--- config.mk ---
export PLATFORM = sky130hd
export DESIGN_NAME = ottu_top
export DESIGN_NICKNAME = d
export VERILOG_FILES = /design/src/ottu_pkg.sv /design/src/ottu_cmp.sv /design/src/ottu_fifo.sv /design/src/ottu_top.sv
export SDC_FILE = /design/constraint.sdc
export NUM_CORES = 1
export LEC_CHECK = 0
export BUFFER_PORTS_ARGS = -buffer_cell sky130_fd_sc_hd__buf_2
export CAP_MARGIN = 20
export CELL_PAD_IN_SITES_DETAIL_PLACEMENT = 0
export CELL_PAD_IN_SITES_GLOBAL_PLACEMENT = 1
export CORE_AREA = 3 3 145 147
export DETAILED_ROUTE_END_ITERATION = 16
export DIE_AREA = 0 0 148 150
export PLACE_DENSITY_LB_ADDON = 0.25
export SLEW_MARGIN = 20
export SYNTH_ARGS = -nofsm -noshare
export SYNTH_HDL_FRONTEND = slang
export SYNTH_SLANG_ARGS = --single-unit
--- constraint.sdc ---
create_clock -name mclk -period 11.1 [get_ports mclk]
set_input_delay 2.22 -clock mclk [delete_from_list [all_inputs] [get_ports mclk]]
set_output_delay 2.22 -clock mclk [all_outputs]
set_load 0.05 [all_outputs]
--- src/ottu_pkg.sv ---
// constants, modes and run states for the trace trigger unit
package ottu_pkg;
  localparam logic [3:0] OFS_CAH = 4'h0;
  localparam logic [3:0] OFS_CAL = 4'h1;
  localparam logic [3:0] OFS_CBH = 4'h2;
  localparam logic [3:0] OFS_CBL = 4'h3;
  localparam logic [3:0] OFS_FH  = 4'h4;
  localparam logic [3:0] OFS_FL  = 4'h5;
  localparam logic [3:0] OFS_CTL = 4'h6;
  localparam logic [3:0] OFS_TRG = 4'h7;
  localparam logic [3:0] OFS_STS = 4'h8;
  localparam int CTL_EN    = 7;
  localparam int CTL_ARM   = 6;
  localparam int CTL_TAG   = 5;
  localparam int CTL_BRK   = 4;
  localparam int CTL_RWA   = 3;
  localparam int CTL_CMP_A_DIRECTION_QUALIFY = 2;
  localparam int CTL_RWB   = 1;
  localparam int CTL_CMP_B_DIRECTION_QUALIFY = 0;
  localparam int TRG_TSEL  = 7;
  localparam int TRG_BEGIN = 6;
  localparam int STS_AF    = 7;
  localparam int STS_BF    = 6;
  localparam int STS_RUN_ACTIVE_FLAG  = 5;
  localparam logic [7:0] CMP_RST   = 8'h00;
  localparam logic [7:0] CTL_RST   = 8'h00;
  localparam logic [7:0] TRG_RST   = 8'h00;
  localparam logic [7:0] TRG_WMASK = 8'hCF;
  localparam logic [7:0] RD_ZERO   = 8'h00;
  localparam logic [3:0] MODE_A_ONLY  = 4'h0;
  localparam logic [3:0] MODE_A_OR_B  = 4'h1;
  localparam logic [3:0] MODE_A_THEN_B = 4'h2;
  localparam logic [3:0] MODE_EVT_B   = 4'h3;
  localparam logic [3:0] MODE_A_EVT_B = 4'h4;
  localparam logic [3:0] MODE_A_AND_D = 4'h5;
  localparam logic [3:0] MODE_A_NOT_D = 4'h6;
  localparam logic [3:0] MODE_INSIDE  = 4'h7;
  localparam logic [3:0] MODE_OUTSIDE = 4'h8;
  localparam int FIFO_DEPTH = 8;
  localparam logic [3:0] CNT_FULL = 4'h8;
  typedef enum logic [2:0] {
    RS_IDLE = 3'b001,
    RS_SEEK = 3'b010,
    RS_FILL = 3'b100
  } ottu_run_e;
  function automatic logic ottu_event_only(input logic [3:0] m);
    return (m == MODE_EVT_B) || (m == MODE_A_EVT_B);
  endfunction : ottu_event_only
endpackage : ottu_pkg

--- src/ottu_cmp.sv ---
// one 16-bit address comparator with direction qualification
`timescale 1ns/10ps
module ottu_cmp (
  input  wire logic [15:0] value,
  input  wire logic [15:0] addr,
  input  wire logic        valid,
  input  wire logic        rw,
  input  wire logic        qual,
  input  wire logic        dir,
  output logic             hit,
  output logic             below,
  output logic             above
);
  logic dir_ok;
  // direction ignored unless qualified; rw high is a read
  assign dir_ok = !qual || (rw == dir);
  // full 16-bit equality only
  assign hit   = valid && dir_ok && (addr == value);
  assign below = valid && (addr < value);
  assign above = valid && (addr > value);
endmodule : ottu_cmp

--- src/ottu_fifo.sv ---
// eight-word shift fifo, head is the oldest word
`timescale 1ns/10ps
module ottu_fifo (
  input  wire logic        mclk,
  input  wire logic        rst_n,
  input  wire logic        shift_en,
  input  wire logic [15:0] shift_data,
  output logic      [15:0] head
);
  logic [15:0] mem [ottu_pkg::FIFO_DEPTH];
  // a shift moves every word toward the head and fills the last slot
  always_ff @(posedge mclk) begin
    if (!rst_n) begin
      for (int i = 0; i < ottu_pkg::FIFO_DEPTH; i++) begin
        mem[i] <= 16'h0000;
      end
    end else if (shift_en) begin
      for (int i = 0; i < ottu_pkg::FIFO_DEPTH - 1; i++) begin
        mem[i] <= mem[i+1];
      end
      mem[ottu_pkg::FIFO_DEPTH-1] <= shift_data;
    end
  end
  assign head = mem[0];
endmodule : ottu_fifo

--- src/ottu_top.sv ---
// trace trigger unit: registers, trigger logic, run control, breaks
//
// Functional notes
// comparator bytes reset to zero, always readable, written only when idle
// nine bytes: comparators A, B, fifo word, control, trigger, status
// registers reached by plain program accesses on the register port
// fifo high port returns head bits 15:8, writes ignored
// event-only modes store data in low byte, high byte zero
// high read keeps fifo position, low read advances it
// reader takes high byte before low byte; low only for events
// low reads while armed do not advance the fifo
// low read when idle stores last fetched opcode address at fifo tail
// ninth profiling read returns first read's sample, eight deep
// control register readable and writable at any time
// bit 7 enables unit, cannot be set while secured
// arm write sets arm and flag; run end or clears stop it
// bit 5 picks tag or force breaks, only when breaks enabled
// breaks on trigger in end trace, on fifo full in begin trace
// with breaks off, triggers still store into fifo
// bits 3:2 qualify comparator A by direction
// bits 1:0 qualify comparator B by direction
// trigger qualification does not alter break timing
// four-bit mode selects nine modes; codes 9 to 15 never trigger
// run ends on full in begin trace or trigger in end trace
// begin or end trace select; event-only always begin
// valid count cleared at start, saturates at 8, reads do not lower
// eight 16-bit fifo words, comparators match full 16 bits
// no match, storage or break while the unit is disabled
`timescale 1ns/10ps
module ottu_top (
  input  wire logic        mclk,
  input  wire logic        rst_n,
  input  wire logic [3:0]  reg_addr,
  input  wire logic        reg_wr,
  input  wire logic        reg_rd,
  input  wire logic [7:0]  reg_wdata,
  output logic      [7:0]  reg_rdata,
  input  wire logic        mcu_secure,
  input  wire logic        bus_valid,
  input  wire logic [15:0] bus_addr,
  input  wire logic        bus_rw,
  input  wire logic [7:0]  bus_data,
  input  wire logic        bus_fetch,
  input  wire logic        exec_valid,
  input  wire logic [15:0] exec_addr,
  input  wire logic        cof_valid,
  input  wire logic [15:0] cof_addr,
  output logic             break_req,
  output logic             break_is_tag
);
  logic [15:0] cmp_a_reg;
  logic [15:0] cmp_b_reg;
  logic [7:0]  ctl_reg;
  logic [7:0]  trg_reg;
  logic [3:0]  cnt_reg;
  logic        af_reg;
  logic        bf_reg;
  logic        a_seen_reg;
  logic [15:0] last_op_reg;
  ottu_pkg::ottu_run_e run_reg;
  ottu_pkg::ottu_run_e run_next;
  logic        en;
  logic        armed;
  logic        en_new;
  logic        ctl_wr;
  logic        start;
  logic        stop;
  logic        evt_only;
  logic        begin_tr;
  logic [3:0]  mode;
  logic [15:0] q_addr;
  logic        q_valid;
  logic        q_rw;
  logic        hit_a;
  logic        hit_b;
  logic        below_a;
  logic        above_a;
  logic        below_b;
  logic        above_b;
  logic        data_b;
  logic        in_range;
  logic        trig;
  logic        evt_hit;
  logic        push;
  logic        pop;
  logic        fill_done;
  logic        brk_pulse;
  logic        shift_en;
  logic [15:0] shift_data;
  logic [15:0] head;

  assign en       = ctl_reg[ottu_pkg::CTL_EN];
  assign armed    = run_reg != ottu_pkg::RS_IDLE;
  assign mode     = trg_reg[3:0];
  assign evt_only = ottu_pkg::ottu_event_only(mode);
  // event-only runs are always begin traces
  assign begin_tr = trg_reg[ottu_pkg::TRG_BEGIN] || evt_only;
  assign ctl_wr   = reg_wr && (reg_addr == ottu_pkg::OFS_CTL);
  // a secured part can never turn the unit on
  assign en_new   = reg_wdata[ottu_pkg::CTL_EN] && !mcu_secure;
  assign start    = ctl_wr && en_new && !armed &&
                    reg_wdata[ottu_pkg::CTL_ARM];
  assign stop     = armed && (!en || (ctl_wr &&
                    (!en_new || !reg_wdata[ottu_pkg::CTL_ARM])));

  // tag qualification swaps in the executed-opcode address; it only
  // changes what matches, never when a break fires
  assign q_addr  = trg_reg[ottu_pkg::TRG_TSEL] ? exec_addr : bus_addr;
  assign q_valid = (trg_reg[ottu_pkg::TRG_TSEL] ? exec_valid : bus_valid)
                   && en && armed;
  assign q_rw    = trg_reg[ottu_pkg::TRG_TSEL] ? 1'b1 : bus_rw;

  ottu_cmp u_cmp_a (
    .value (cmp_a_reg),
    .addr  (q_addr),
    .valid (q_valid),
    .rw    (q_rw),
    .qual  (ctl_reg[ottu_pkg::CTL_CMP_A_DIRECTION_QUALIFY]),
    .dir   (ctl_reg[ottu_pkg::CTL_RWA]),
    .hit   (hit_a),
    .below (below_a),
    .above (above_a)
  ); // see

  ottu_cmp u_cmp_b (
    .value (cmp_b_reg),
    .addr  (q_addr),
    .valid (q_valid),
    .rw    (q_rw),
    .qual  (ctl_reg[ottu_pkg::CTL_CMP_B_DIRECTION_QUALIFY]),
    .dir   (ctl_reg[ottu_pkg::CTL_RWB]),
    .hit   (hit_b),
    .below (below_b),
    .above (above_b)
  );

  assign data_b   = bus_data == cmp_b_reg[7:0];
  assign in_range = q_valid && !below_a && !above_b;

  always_comb begin
    trig    = 1'b0;
    evt_hit = 1'b0;
    case (mode)
      ottu_pkg::MODE_A_ONLY:   trig = hit_a;
      ottu_pkg::MODE_A_OR_B:   trig = hit_a || hit_b;
      ottu_pkg::MODE_A_THEN_B: trig = hit_b && a_seen_reg;
      ottu_pkg::MODE_EVT_B:    evt_hit = hit_b;
      ottu_pkg::MODE_A_EVT_B:  evt_hit = hit_b && a_seen_reg;
      ottu_pkg::MODE_A_AND_D:  trig = hit_a && data_b;
      ottu_pkg::MODE_A_NOT_D:  trig = hit_a && !data_b;
      ottu_pkg::MODE_INSIDE:   trig = in_range;
      ottu_pkg::MODE_OUTSIDE:  trig = q_valid && (below_a || above_b);
      default:                 trig = 1'b0;
    endcase
  end

  // storage happens whether or not breaks are enabled
  always_comb begin
    push = 1'b0;
    case (run_reg)
      ottu_pkg::RS_SEEK: push = !begin_tr && cof_valid && en;
      ottu_pkg::RS_FILL: push = en && (evt_only ? evt_hit : cof_valid);
      default:           push = 1'b0;
    endcase
  end

  // armed low reads are frozen; an idle low read profiles the cpu
  assign pop = reg_rd && (reg_addr == ottu_pkg::OFS_FL) && !armed
               && en; // see see
  assign fill_done = (run_reg == ottu_pkg::RS_FILL) && push &&
                     (cnt_reg == ottu_pkg::CNT_FULL - 4'h1);
  assign shift_en   = push || pop;
  assign shift_data = pop ? last_op_reg :
                      evt_only ? {8'h00, bus_data} : cof_addr;

  ottu_fifo u_fifo (
    .mclk       (mclk),
    .rst_n      (rst_n),
    .shift_en   (shift_en),
    .shift_data (shift_data),
    .head       (head)
  ); // see

  always_comb begin
    run_next = run_reg;
    case (run_reg)
      ottu_pkg::RS_IDLE: begin
        if (start) begin
          run_next = evt_only ? ottu_pkg::RS_FILL : ottu_pkg::RS_SEEK;
        end
      end
      ottu_pkg::RS_SEEK: begin
        if (stop) begin
          run_next = ottu_pkg::RS_IDLE;
        end else if (trig) begin
          run_next = begin_tr ? ottu_pkg::RS_FILL
                              : ottu_pkg::RS_IDLE;
        end
      end
      ottu_pkg::RS_FILL: begin
        if (stop || fill_done) begin
          run_next = ottu_pkg::RS_IDLE;
        end
      end
      default: run_next = ottu_pkg::RS_IDLE;
    endcase
  end

  always_ff @(posedge mclk) begin
    if (!rst_n) begin
      run_reg <= ottu_pkg::RS_IDLE;
    end else begin
      run_reg <= run_next;
    end
  end

  always_ff @(posedge mclk) begin
    if (!rst_n) begin
      cmp_a_reg <= {ottu_pkg::CMP_RST, ottu_pkg::CMP_RST};
      cmp_b_reg <= {ottu_pkg::CMP_RST, ottu_pkg::CMP_RST};
    end else if (reg_wr && !armed) begin
      case (reg_addr) // see
        ottu_pkg::OFS_CAH: cmp_a_reg[15:8] <= reg_wdata;
        ottu_pkg::OFS_CAL: cmp_a_reg[7:0]  <= reg_wdata;
        ottu_pkg::OFS_CBH: cmp_b_reg[15:8] <= reg_wdata;
        ottu_pkg::OFS_CBL: cmp_b_reg[7:0]  <= reg_wdata;
        default: ;
      endcase
    end
  end

  // arm bit lives in the run state, so only the other bits are stored
  always_ff @(posedge mclk) begin
    if (!rst_n) begin
      ctl_reg <= ottu_pkg::CTL_RST;
    end else if (ctl_wr) begin
      ctl_reg <= {en_new, 1'b0, reg_wdata[5:0]}; // see
    end
  end

  always_ff @(posedge mclk) begin
    if (!rst_n) begin
      trg_reg <= ottu_pkg::TRG_RST;
    end else if (reg_wr && !armed && reg_addr == ottu_pkg::OFS_TRG) begin
      trg_reg <= reg_wdata & ottu_pkg::TRG_WMASK;
    end
  end

  always_ff @(posedge mclk) begin
    if (!rst_n) begin
      cnt_reg <= 4'h0;
    end else if (start) begin
      cnt_reg <= 4'h0;
    end else if (push && cnt_reg != ottu_pkg::CNT_FULL) begin
      cnt_reg <= cnt_reg + 4'h1;
    end
  end

  // hits are gated by armed, so a start never meets a set here
  always_ff @(posedge mclk) begin
    if (!rst_n) begin
      af_reg     <= 1'b0;
      bf_reg     <= 1'b0;
      a_seen_reg <= 1'b0;
    end else if (start) begin
      af_reg     <= 1'b0;
      bf_reg     <= 1'b0;
      a_seen_reg <= 1'b0;
    end else begin
      af_reg     <= af_reg || hit_a;
      bf_reg     <= bf_reg || hit_b;
      a_seen_reg <= a_seen_reg || hit_a;
    end
  end

  always_ff @(posedge mclk) begin
    if (!rst_n) begin
      last_op_reg <= 16'h0000;
    end else if (bus_fetch && bus_valid) begin
      last_op_reg <= bus_addr;
    end
  end

  assign brk_pulse = en && ctl_reg[ottu_pkg::CTL_BRK] && !stop &&
                     (((run_reg == ottu_pkg::RS_SEEK) && !begin_tr && trig)
                      || fill_done); // see see

  always_ff @(posedge mclk) begin
    if (!rst_n) begin
      break_req    <= 1'b0;
      break_is_tag <= 1'b0;
    end else begin
      break_req    <= brk_pulse;
      break_is_tag <= brk_pulse && ctl_reg[ottu_pkg::CTL_TAG];
    end
  end

  always_ff @(posedge mclk) begin
    if (!rst_n) begin
      reg_rdata <= ottu_pkg::RD_ZERO;
    end else if (reg_rd) begin
      case (reg_addr)
        ottu_pkg::OFS_CAH: reg_rdata <= cmp_a_reg[15:8];
        ottu_pkg::OFS_CAL: reg_rdata <= cmp_a_reg[7:0];
        ottu_pkg::OFS_CBH: reg_rdata <= cmp_b_reg[15:8];
        ottu_pkg::OFS_CBL: reg_rdata <= cmp_b_reg[7:0];
        ottu_pkg::OFS_FH:  reg_rdata <= head[15:8]; // see
        ottu_pkg::OFS_FL:  reg_rdata <= head[7:0];
        ottu_pkg::OFS_CTL: reg_rdata <= {ctl_reg[7], armed, ctl_reg[5:0]};
        ottu_pkg::OFS_TRG: reg_rdata <= trg_reg;
        ottu_pkg::OFS_STS: reg_rdata <= {af_reg, bf_reg, armed && en,
                                         1'b0, cnt_reg};
        default:           reg_rdata <= ottu_pkg::RD_ZERO;
      endcase
    end
  end
endmodule : ottu_top

==> results of run 1 <==
path summary, 6_finish.rpt:
| check | slack [ns] | startpoint | end |
|---|---|---|---|
| setup / recovery | 5.02 | reg_addr[0] | u_fifo.mem[0][83] |
| hold / removal | 0.45 | af_reg | af_reg |
| setup reg to reg | 5.98 | trg_reg[7] | u_fifo.mem[0][83] |
| hold reg to reg | 0.45 | af_reg | af_reg |
report_power, final:
group / internal (W) / total [W] / switching, W / leakage, nW
clock network: 0.000463 / 0.000768 / 0.000306 / 0.389
registers: 0.000848 / 0.000858 / 0.0000105 / 1.97
logic: 0.0000400 / 0.000112 / 0.0000717 / 1.92
total: 0.00135 / 0.00174 / 0.000388 / 4.28
logic make-up (layout without fill, tap and decap cells):
group | Yosys count | in the layout | synth area share
and+or+nand+nor | 380 | 380 | 0.2010
DFF | 209 | 209 | 0.5457
AOI/OAI and AO/OA | 156 | 156 | 0.09682
buffers and inverters | 94 | 178 | 0.04110
muxes | 57 | 57 | 0.06508
adders and majority gates | 34 | 34 | 0.04247
xor gates and xnor gates | 9 | 9 | 0.007871
cell usage in the layout (no fill, tap or decap), types with 5 or more instances in the layout:
cell       instances
nand4_1            9
clkbuf_8           5
or3_1              8
mux4_2             5
clkbuf_16         23
nand2_1          105
nor3_1             5
o22ai_1            5
mux2_2            15
a311oi_1          10
nor2_1            56
inv_1             42
buf_2             87
clkinv_2           7
a21oi_1           75
xnor2_1            9
o21ai_0           25
and2_1           118
buf_4              6
a22oi_1           13
edfxtp_1         128
mux2i_1           37
nand3_1           37
ha_1              34
and3_1             6
dfxtp_1           81
nor2b_1            8
synth_stat cells (8+ instances only):
cell type | count | share of area
o21ai_0 | 25 | 0.012
inv_1 | 43 | 0.016
xnor2_1 | 9 | 0.0079
ha_1 | 34 | 0.042
a21oi_1 | 75 | 0.037
mux2_2 | 15 | 0.017
a311oi_1 | 10 | 0.0087
edfxtp_1 | 128 | 0.38
nand3_1 | 38 | 0.019
a22oi_1 | 13 | 0.0097
nand2_1 | 105 | 0.039
nor2_1 | 56 | 0.021
mux2i_1 | 37 | 0.037
nand4_1 | 9 | 0.0056
and2_1 | 118 | 0.074
clkbuf_1 | 29 | 0.011
dfxtp_1 | 81 | 0.16
nor2b_1 | 8 | 0.0050
or3_1 | 8 | 0.0050
through the flow:
step	setup slack, ns	area, µm²	hold WS [ns]
6_report	5.016	11380	0.4484
4_1_cts	5.144	11380	0.4490
2_1_floorplan	3.335	10020	0.4258
3_3_place_gp	4.739	10610	0.4405
5_1_grt	4.818	11380	0.4732
3_5_place_dp	4.589	10610	0.4405
layout make-up:
cell class	count	area (µm²)
fill	1798	8656
sequential	209	5465
multi-input combinational	636	4160
clock buffer	30	651.9
timing repair buffer	93	480.5
tap	270	337.8
inverter	43	161.4
clock inverter	12	126.4
worst max-delay path: cells and delay by family:
kind | cells | cell delay, ns
buffers and inverters | 2 | 1.14
AND/OR/NAND/NOR | 3 | 2.75
routing by layer:
metal / wire length (µm) / track usage / share of wire / vias to the layer above
met5: 0 / 0 / 0 / -
met4: 607 / 0.06513 / 0.025 / 0
met3: 1610 / 0.04119 / 0.066 / 38
met2: 10930 / 0.3357 / 0.45 / 230
met1: 11270 / 0.3183 / 0.46 / 3340
li1: - / - / - / 3469
==> qor.log, run 1 <==
[hold_path] Hold Path Cell Cnt 2
[clock_tree] postcts setup bufs 0
[clock_tree] clock latency of the later-clocked register in the worst-skew pair 0.52 ns
[clock_tree] CTS tree done
[sta] setup repair after global routing missed its margin no
[drt] total via count after detailed routing 7077
[logic_synthesis] proportion of synthesized chip area in sequential cells 0.5457
[clock_tree] clock-pin slew on the worst setup and hold paths 0.06 ns
[clock_tree] Gates resized, CTS repair 0
[drt] remaining design rule violation count 0
[finish] Largest Register u_fifo.mem
[logic_synthesis] average footprint of a synthesized cell 10.67 µm²
[clock_tree] library cell used as clock root buffer clkbuf_16
[global_routing] number of global-route vias before repair 6673
[logic_synthesis] cell area after technology mapping 0.01002 mm²
[placed_design] Placed Cells incl. Taps 1251
[worst_setup_path] largest incremental delay on the critical path 1.06 ns
[run] Max Cap Violations 0
[global_routing] global-route wire length before repair 37760 µm
[finish] filler-free cell count of the finished design 1293
[clock_tree] maximum level of the CTS H-tree 1
[logic_synthesis] synthesis-stage register bit count 209
[clock_tree] Clock Path Buffers 3
[outcome] result of the run finished, final reports clean
[floorplan] # rows 52
[drt] detail-routed net length per standard cell 18.88 µm
[floorplan] vertical die dimension 150 µm
[worst_setup_path] Crit path arrival time 6.22 ns
[worst_setup_path] crit-path max FO 66
[global_routing] GR Util All Layers 0.2190
[logic_synthesis] number of enable-type register cells in the synthesized netlist 128
[clock_tree] clock buffer count from CTS 23
[power] Power Total 0.001739 W
[global_routing] pin count of the biggest net entering global routing 97
[placed_design] final weighted congestion of routability-driven global placement 0.8990
[drt] total wire length 24420 µm
[floorplan] DIE WIDTH 148 µm
[global_routing] final global-route overflow total 0
[sta] Final Hold Violating Endpoints 0
[logic_synthesis] primary flip-flop cell chosen by synthesis mapping edfxtp_1
[sta] Post-Route Setup TNS 0 ns
[floorplan] number of top-level pins 88
[worst_setup_path] Critical Path RT 11.24 ns
[placed_design] HPWL after detailed placement 17310 µm
[sta] Period minus WS final 6.084 ns
[finish] final net count 1118
[drt] drt pass-1 iters 5
[worst_setup_path] Worst Setup Start Kind input port
[sta] count of pins over their slew limit 0
[worst_setup_path] Setup CP Type in -> reg
[sta] Finish-stage setup viols 0
[logic_synthesis] post-synthesis async set-or-reset flop share 0
[global_routing] antenna violations before repair 0
[sta] Slew Limit Headroom 0.2920
[finish] proportion of layout cells with a drive suffix above 1 0.1632
[finish] number of flip-flops in the largest register 128
[drt] drt first-iter violations 539
[floorplan] DIE AREA 0.02220 mm²
[power] power per unit of standard cell area 152.7 mW/mm²
[floorplan] core outline area 0.02004 mm²
[hold_path] hold crit path type reg -> reg
[logic_synthesis] total of warnings raised by yosys 0
[logic_synthesis] Gate Count Post-Synth 939
[logic_synthesis] number of unique standard cell types used by synthesis 63
[logic_synthesis] synthesized net count 1051
[finish] area added between synthesis and finish 13.65%
[drt] Antenna Violating Nets Remaining 0
[clock_tree] number of clock sinks 209
[sta] worst-case clock skew 0.01399 ns
[sta] share of the clock period used by the worst path after layout 0.5481
[sta] upper clock frequency limit 164.4 MHz
[power] reported leakage power 4.282 nW
[placed_design] buffers added on ports 87
[clock_tree] total of hold buffers inserted after clock tree synthesis 0
[floorplan] initial cell density of the core 0.4998
[finish] final core occ 0.5681
[worst_setup_path] depth of the worst register-to-register path 10
[worst_setup_path] CP Capture Type flip-flop
[worst_setup_path] slowest stage cell on the critical path nand3_4
[drt] ratio of routed vias to standard cells 5.473
[power] peak supply drop 0.0001454 V
[sta] measured slew at the worst slew-check pin 1.060 ns
[worst_setup_path] cell-by-cell trace of the critical path buf_2 > nor2b_1 > nand4_1 > nand3_4 > buf_4
[finish] antenna diode instance count 0
Note: power is estimated with default switching activity, not from simulation.
==> inputs of run 2 (changes only) <==
Settings changed: CORE_AREA 3 3 145 147 to 3 3 157 159, DIE_AREA 0 0 148 150 to 0 0 160 162.
Clock period 11.1 ns to 5.3 ns, I/O delays scaled along.
==> run 2 against run 1 <==
Clock skew up 0.0068 ns. Sequential power up 110%. Critical path depth up 5. Flip-flop and latch count unchanged. Via count up 0.83%. First-iteration DRC count up 5.9%. Clock power up 130%. Register-to-register slack worse by 5.2 ns. Largest power group unchanged.
==> qor.log, run 2 (same netlist as run 1, synthesis figures left out) <==
[clock_tree] postcts setup bufs 0 [unchanged]
[finish] number of inserted filler cells in the final layout 2220 [+23%]
[floorplan] vertical die dimension 162 µm [+8.0%]
[power] Net Sw Power 0.0008414 W [+120%]
[finish] multi-input logic area 0.004160 mm² [unchanged]
[finish] area added between synthesis and finish 15.34%
[floorplan] core outline area 0.02340 mm² [+17%]
[drt] total via count after detailed routing 7136 [+0.83%]
[sta] Post-Route Setup TNS 0 ns [unchanged]
[drt] ratio of routed vias to standard cells 5.294 [-3.3%]
[worst_setup_path] CP Capture Type flip-flop
[clock_tree] total of hold buffers inserted after clock tree synthesis 0 [unchanged]
[finish] sequential standard cell area 0.005465 mm² [unchanged]
[global_routing] global-route wire length before repair 39880 µm [+5.6%]
[global_routing] final global-route overflow total 0 [unchanged]
[power] Seq pwr share 0.477 [-0.017]
[clock_tree] clock-pin slew on the worst setup and hold paths 0.06 ns [about the same]
[sta] setup repair after global routing missed its margin no
[power] power per unit of standard cell area 325.7 mW/mm² [+110%]
[drt] drt first-iter violations 571 [+5.9%]
[clock_tree] clock buffer count from CTS 24 [+4.3%]
[clock_tree] number of clock sinks 209 [unchanged]
[floorplan] # rows 56 [+7.7%]
[placed_design] placed inst area 0.01072 mm² [+1.1%]
[clock_tree] maximum level of the CTS H-tree 1 [unchanged]
[power] Comb power frac 0.064 [about the same]
[drt] Antenna Violating Nets Remaining 0 [unchanged]
[clock_tree] Clock Path Buffers 3 [unchanged]
[worst_setup_path] crit-path max FO 34 [-48%]
[power] peak supply drop 0.0002468 V [+70%]
[floorplan] number of top-level pins 88 [unchanged]
[power] share of total power consumed by net switching 0.2236 [+0.0004286]
[finish] final net count 1123 [+0.45%]
[worst_setup_path] Critical Path RT 5.47 ns [-5.77 ns]
[clock_tree] CTS tree done
[finish] most common cell after layout, fill and taps aside edfxtp_1
[clock_tree] Gates resized, CTS repair 0 [unchanged]
[sta] Final Hold Violating Endpoints 0 [unchanged]
[finish] final instance area 0.01155 mm² [+1.5%]
[sta] worst-case clock skew 0.02075 ns [+0.006758 ns]
[drt] total wire length 25530 µm [+4.5%]
[power] proportion of power drawn by the clock network 0.459 [+0.017]
[floorplan] DIE AREA 0.02592 mm² [+17%]
[global_routing] number of global-route vias before repair 6802 [+1.9%]
[sta] measured slew at the worst slew-check pin 1.056 ns [-0.004746 ns]
[drt] detail-routed net length per standard cell 18.94 µm [+0.28%]
[power] reported leakage power 4.313 nW [+0.73%]
[worst_setup_path] Setup CP Type reg -> reg
[finish] number of flip-flops in the largest register 128 [unchanged]
[power] P_int 0.002921 W [+120%]
[finish] commonest non-fill, non-tap cells in the layout edfxtp_1, and2_1, nand2_1, buf_2, dfxtp_1
[hold_path] hold crit path type reg -> reg
[outcome] result of the run finished, final reports clean
[clock_tree] library cell used as clock root buffer clkbuf_16
[finish] proportion of layout cells with a drive suffix above 1 0.1672 [+0.003907]
[global_routing] pin count of the biggest net entering global routing 97 [unchanged]
[clock_tree] clock latency of the later-clocked register in the worst-skew pair 0.51 ns [about the same]
[finish] antenna diode instance count 0 [unchanged]
[worst_setup_path] Crit path arrival time 4.66 ns [-1.56 ns]
[sta] Finish-stage setup viols 0 [unchanged]
[finish] Largest Register u_fifo.mem
[sta] share of the clock period used by the worst path after layout 0.8468
[sta] count of pins over their slew limit 0 [unchanged]
[placed_design] HPWL after detailed placement 18410 µm [+6.4%]
[global_routing] GR Util All Layers 0.1968 [-0.02216]
[run] Max Cap Violations 0 [unchanged]
[drt] drt pass-1 iters 5 [unchanged]
[floorplan] initial cell density of the core 0.4280 [-0.07183]
[worst_setup_path] Worst Setup Start Kind flip-flop
[global_routing] antenna violations before repair 0 [unchanged]
[placed_design] buffers added on ports 87 [unchanged]
[drt] remaining design rule violation count 0 [unchanged]
[floorplan] DIE WIDTH 160 µm [+8.1%]
[sta] upper clock frequency limit 222.8 MHz
[sta] Period minus WS final 4.488 ns
[sta] Slew Limit Headroom 0.2952 [+0.003168]
[placed_design] final weighted congestion of routability-driven global placement 0.9191 [+2.2%]
run 2: cell count changes in the layout (fill, tap and decap cells not counted), moves of 2 or more:
cell        previous run  this run
clkbuf_8               5         0
clkinvlp_4             1         4
buf_12                 0         2
buf_4                  6         8
bufinv_16              2         4
clkbuf_1               2         4
clkbuf_16             23        25
run 2: worst paths after layout:
kind              startpoint  slack [ns]                 to  cells past startpoint
setup / recovery  trg_reg[7]        0.81  u_fifo.mem[0][38]                     10
hold reg to reg       af_reg        0.45             af_reg                      2
hold / removal        af_reg        0.45             af_reg                      2
setup reg to reg  trg_reg[7]        0.81  u_fifo.mem[0][38]                     10
run 2: power groups by stage:
stage          clock network (W)  registers [W]  logic [W]
4_1_cts                  0.00176        0.00180   0.000240
6_report                 0.00173        0.00180   0.000239
5_1_grt                  0.00183        0.00180   0.000266
3_5_place_dp                   0        0.00183   0.000239
3_3_place_gp                   0        0.00183   0.000238
2_1_floorplan                  0        0.00183   0.000141
run 2: layout make-up:
class / instances / share of cell area
clock inverter: 15 / 0.01635
multi-input combinational: 636 / 0.3601
tap: 319 / 0.03455
sequential: 209 / 0.4731
clock buffer: 29 / 0.05545
inverter: 43 / 0.01408
timing repair buffer: 97 / 0.04636
run 2: stage by stage:
step	hold WS (ns)	total power (W)	cells	util	worst slack (ns)
4_1_cts	0.4516	0.003800	1348	0.4936	0.7868
3_5_place_dp	0.4440	0.002071	1304	0.4581	0.7854
5_1_grt	0.4758	0.003901	1348	0.4936	0.5186
3_3_place_gp	0.4400	0.002069	1304	0.4581	0.8861
6_report	0.4549	0.003762	1348	0.4936	0.8120
2_1_floorplan	0.4258	0.001971	939	-	0.3325
run 2: critical path, cell delays in order (launching register included):
cell and delay (ns):
dfxtp_1 1.01, mux2_2 0.46, ha_1 0.35, nand4_2 0.17, nor4_4 0.43, nand3_2 0.20
o311ai_4 0.33, o21a_2 0.22, nand2_2 0.12, nand3_4 0.44, buf_4 0.40
run 2: per-layer routing:
metal	vias up	global-route usage	part of all wire
li1	3480	-	-
met1	3356	0.2788	0.45
met3	46	0.04514	0.080
met4	0	0.05799	0.030
met5	-	0	0
met2	254	0.3038	0.44
==> inputs of run 3 (changes only) <==
Settings changed: ABC_AREA set to 1, CORE_AREA 3 3 157 159 to 3 3 160 162, DIE_AREA 0 0 160 162 to 0 0 163 165.
Clock period 5.3 ns to 3.7 ns, I/O delays scaled along.
==> run 3 against run 2 <==
Die area grew 3.8%. Final cell count grew 17%. Via count grew 7.4%. Clock power grew 40%. First-iteration DRC count shrank 1.8%. Hold slack gained 0.0050 ns.
==> qor.log, run 3 <==
[drt] Antenna Violating Nets Remaining 0 [unchanged]
[placed_design] buffers added on ports 87 [unchanged]
[floorplan] initial cell density of the core 0.4215 [-0.006518]
[logic_synthesis] share of the synthesized area in the top cell type 0.3761 [-0.007658]
[drt] drt pass-1 iters 5 [unchanged]
[worst_setup_path] cell mode on critical path nand2_1
[finish] antenna diode instance count 0 [unchanged]
[global_routing] pin count of the biggest net entering global routing 50 [-48%]
[drt] remaining design rule violation count 0 [unchanged]
[global_routing] final global-route overflow total 0 [unchanged]
[finish] commonest non-fill, non-tap cells in the layout inv_1, nand2_1, nor2_1, edfxtp_1, buf_2
[logic_synthesis] dominant cell by count in the synthesized netlist inv_1
[logic_synthesis] post-synthesis xor/xnor area fraction 0.007713 [-0.0001571]
[clock_tree] number of clock sinks 209 [unchanged]
[clock_tree] clock latency of the later-clocked register in the worst-skew pair 0.52 ns [about the same]
[clock_tree] clock-pin slew on the worst setup and hold paths 0.06 ns [about the same]
[logic_synthesis] number of unique standard cell types used by synthesis 41 [-35%]
[logic_synthesis] total of warnings raised by yosys 0 [unchanged]
[drt] total via count after detailed routing 7664 [+7.4%]
[sta] worst-case clock skew 0.01002 ns [-0.01073 ns]
[finish] Largest Register u_fifo.mem
[logic_synthesis] combinational family with the most area after synthesis simple AND/OR/NAND/NOR gates
[worst_setup_path] Crit path arrival time 3.60 ns [-1.06 ns]
[worst_setup_path] gate family responsible for the most delay along the worst path simple AND/OR/NAND/NOR gates
[finish] filler-free cell count of the finished design 1575 [+17%]
[clock_tree] postcts setup bufs 0 [unchanged]
[logic_synthesis] Gate Count Post-Synth 1138 [+21%]
[logic_synthesis] post-synthesis compound-gate area fraction 0.1170 [+0.02023]
[finish] most common cell after layout, fill and taps aside inv_1
[finish] number of flip-flops in the largest register 128 [unchanged]
[logic_synthesis] top cells by area in the synthesized netlist edfxtp_1, dfxtp_1, inv_1, nand2_1, nor2_1
[sta] share of the clock period used by the worst path after layout 0.9010 [+0.05420]
[worst_setup_path] CP Capture Type flip-flop
[logic_synthesis] post-synthesis async set-or-reset flop share 0 [unchanged]
[logic_synthesis] post-synth top area cell edfxtp_1
[sta] setup repair after global routing missed its margin no
[power] power per unit of standard cell area 477.6 mW/mm² [+47%]
[global_routing] GR Util All Layers 0.1946 [-0.002290]
[power] reported leakage power 4.935 nW [+14%]
[floorplan] number of top-level pins 88 [unchanged]
[sta] Post-Route Setup TNS 0 ns [unchanged]
[drt] total wire length 25880 µm [+1.4%]
[run] Max Cap Violations 0 [unchanged]
[logic_synthesis] top post-synthesis cells by count inv_1, nand2_1, nor2_1, edfxtp_1, dfxtp_1
[worst_setup_path] Worst Setup Start Kind flip-flop
[floorplan] DIE WIDTH 163 µm [+1.9%]
[drt] drt first-iter violations 561 [-1.8%]
[sta] Slew Limit Headroom 0.4475 [+0.1523]
[clock_tree] CTS tree done
[logic_synthesis] average footprint of a synthesized cell 8.980 µm² [-16%]
[finish] proportion of layout cells with a drive suffix above 1 0.1639 [-0.003284]
[worst_setup_path] crit-path max FO 28 [-18%]
[global_routing] antenna violations before repair 0 [unchanged]
[clock_tree] maximum level of the CTS H-tree 1 [unchanged]
[finish] final net count 1345 [+20%]
[finish] number of inserted filler cells in the final layout 2346 [+5.7%]
[worst_setup_path] Critical Path RT 3.96 ns [-1.51 ns]
[clock_tree] library cell used as clock root buffer clkbuf_16
[logic_synthesis] number of enable-type register cells in the synthesized netlist 128 [unchanged]
[clock_tree] clock buffer count from CTS 24 [unchanged]
[floorplan] # rows 57 [+1.8%]
[sta] measured slew at the worst slew-check pin 0.8256 ns [-0.2301 ns]
[global_routing] global-route wire length before repair 40090 µm [+0.52%]
[placed_design] Placed Cells incl. Taps 1531 [+17%]
[floorplan] vertical die dimension 165 µm [+1.9%]
[hold_path] hold crit path type reg -> reg
[clock_tree] Gates resized, CTS repair 0 [unchanged]
[sta] count of pins over their slew limit 0 [unchanged]
[logic_synthesis] portion of netlist area occupied by mux cells 0.0009794 [-0.06410]
[worst_setup_path] crit path buf inv count 4 [+3]
[clock_tree] total of hold buffers inserted after clock tree synthesis 0 [unchanged]
[drt] ratio of routed vias to standard cells 4.866 [-8.1%]
[logic_synthesis] primary flip-flop cell chosen by synthesis mapping edfxtp_1
[power] peak supply drop 0.0003395 V [+38%]
[sta] upper clock frequency limit 300.0 MHz [+35%]
[worst_setup_path] largest incremental delay on the critical path 0.64 ns [-0.37 ns]
[sta] Finish-stage setup viols 0 [unchanged]
[placed_design] HPWL after detailed placement 19240 µm [+4.5%]
[logic_synthesis] synthesis-stage register bit count 209 [unchanged]
[sta] Period minus WS final 3.334 ns [-1.154 ns]
[sta] Final Hold Violating Endpoints 0 [unchanged]
[logic_synthesis] post-synthesis adder-cell area fraction 0.04163 [-0.0008476]
[worst_setup_path] slowest stage cell on the critical path o21ai_4
[worst_setup_path] Setup CP Type reg -> reg
[logic_synthesis] synthesized net count 1250 [+19%]
[finish] final core occ 0.4895 [-0.004164]
[worst_setup_path] cell-by-cell trace of the critical path clkinv_1 > buf_12 > nand2_1 > nand2_1 > ha_1 > nand2_1 > nor2_1 > nand2_1 > nor3_1 > nand3_1 > a21oi_2 > nand2_2 > inv_2 > o21ai_4 > buf_12 > nor2_1
[clock_tree] Clock Path Buffers 3 [unchanged]
[logic_synthesis] simple logic cell fraction of the synthesized area 0.1967 [-0.004256]
[global_routing] number of global-route vias before repair 7329 [+7.7%]
[finish] area added between synthesis and finish 16.14%
[floorplan] core outline area 0.02425 mm² [+3.6%]
[logic_synthesis] cell area after technology mapping 0.01022 mm² [+2.0%]
[drt] detail-routed net length per standard cell 16.43 µm [-13%]
[logic_synthesis] proportion of synthesized chip area in sequential cells 0.5348 [-0.01089]
[floorplan] DIE AREA 0.02690 mm² [+3.8%]
[outcome] result of the run finished, final reports clean
[placed_design] final weighted congestion of routability-driven global placement 0.8758 [-4.7%]
## run 3: cell types whose count changed in the layout (fill, tap and decap cells not counted), moves of 11 or more
cell      before  now
o21ai_0       25   77
a221oi_1       2   13
a22oi_1       13    0
mux2_2        15    0
nor2_4         0   42
inv_1         42  205
mux2i_1       37    1
nand2_1      105  184
and2_1       118    1
nor2_1        56  138
## run 3: final cells by class
type / instances / area (µm²) / share of cell area
clock inverter: 17 / 196.4 / 0.01655
sequential: 209 / 5465 / 0.4605
tap: 324 / 405.4 / 0.03416
timing repair buffer: 104 / 638.1 / 0.05376
inverter: 218 / 818.3 / 0.06894
clock buffer: 27 / 611.8 / 0.05155
multi-input combinational: 676 / 3734 / 0.3146
## run 3: power by group
part | internal, W | switching, W | leakage (nW)
registers | 0.00257 | 0.0000468 | 1.98
logic | 0.000201 | 0.000421 | 2.58
clock network | 0.00147 | 0.000955 | 0.384
total | 0.00424 | 0.00142 | 4.93
## run 3: metal layers
metal	vias up	GRT usage	share of wire
met5	-	0	0
met4	0	0.06190	0.028
met3	46	0.03461	0.080
met2	257	0.3062	0.43
met1	3482	0.2740	0.46
li1	3879	-	-
## run 3: through the flow
step / power [W] / hold slack, ns / setup slack [ns] / cell area (µm²)
after floorplan: 0.003075 / 0.4353 / 0.3941 / 10230
after global placement: 0.003284 / 0.4561 / 0.3257 / 11060
after detailed placement: 0.003290 / 0.4522 / 0.2622 / 11060
after CTS: 0.005721 / 0.4616 / 0.3514 / 11870
after global routing: 0.005903 / 0.4694 / 0.1805 / 11870
final: 0.005668 / 0.4598 / 0.3664 / 11870
## run 3: kinds of logic (layout without fill, tap and decap cells)
logic type / after synthesis / after routing
and+or+nand+nor: 422 / 422
buffers and inverters: 253 / 366
AOI/OAI and AO/OA: 210 / 210
DFF: 209 / 209
adders and majority gates: 34 / 34
xor gates and xnor gates: 9 / 9
muxes: 1 / 1
## run 3: worst register-to-register path: stages (launching register included)
cell	delay (ns)
dfxtp_1	0.33
clkinv_1	0.19
buf_12	0.22
nand2_1	0.07
nand2_1	0.11
ha_1	0.32
nand2_1	0.09
nor2_1	0.07
nand2_1	0.12
nor3_1	0.09
nand3_1	0.13
a21oi_2	0.07
nand2_2	0.14
inv_2	0.07
o21ai_4	0.64
buf_12	0.33
nor2_1	0.09
## run 3: final timing paths
| kind | from | end | slack, ns | cells past startpoint |
|---|---|---|---|---|
| max | trg_reg[7] | u_fifo.mem[0][7] | 0.37 | 16 |
| min | reg_rdata[1] | reg_rdata[1] | 0.46 | 2 |
| max reg2reg | trg_reg[7] | u_fifo.mem[0][7] | 0.37 | 16 |
| min reg2reg | reg_rdata[1] | reg_rdata[1] | 0.46 | 2 |
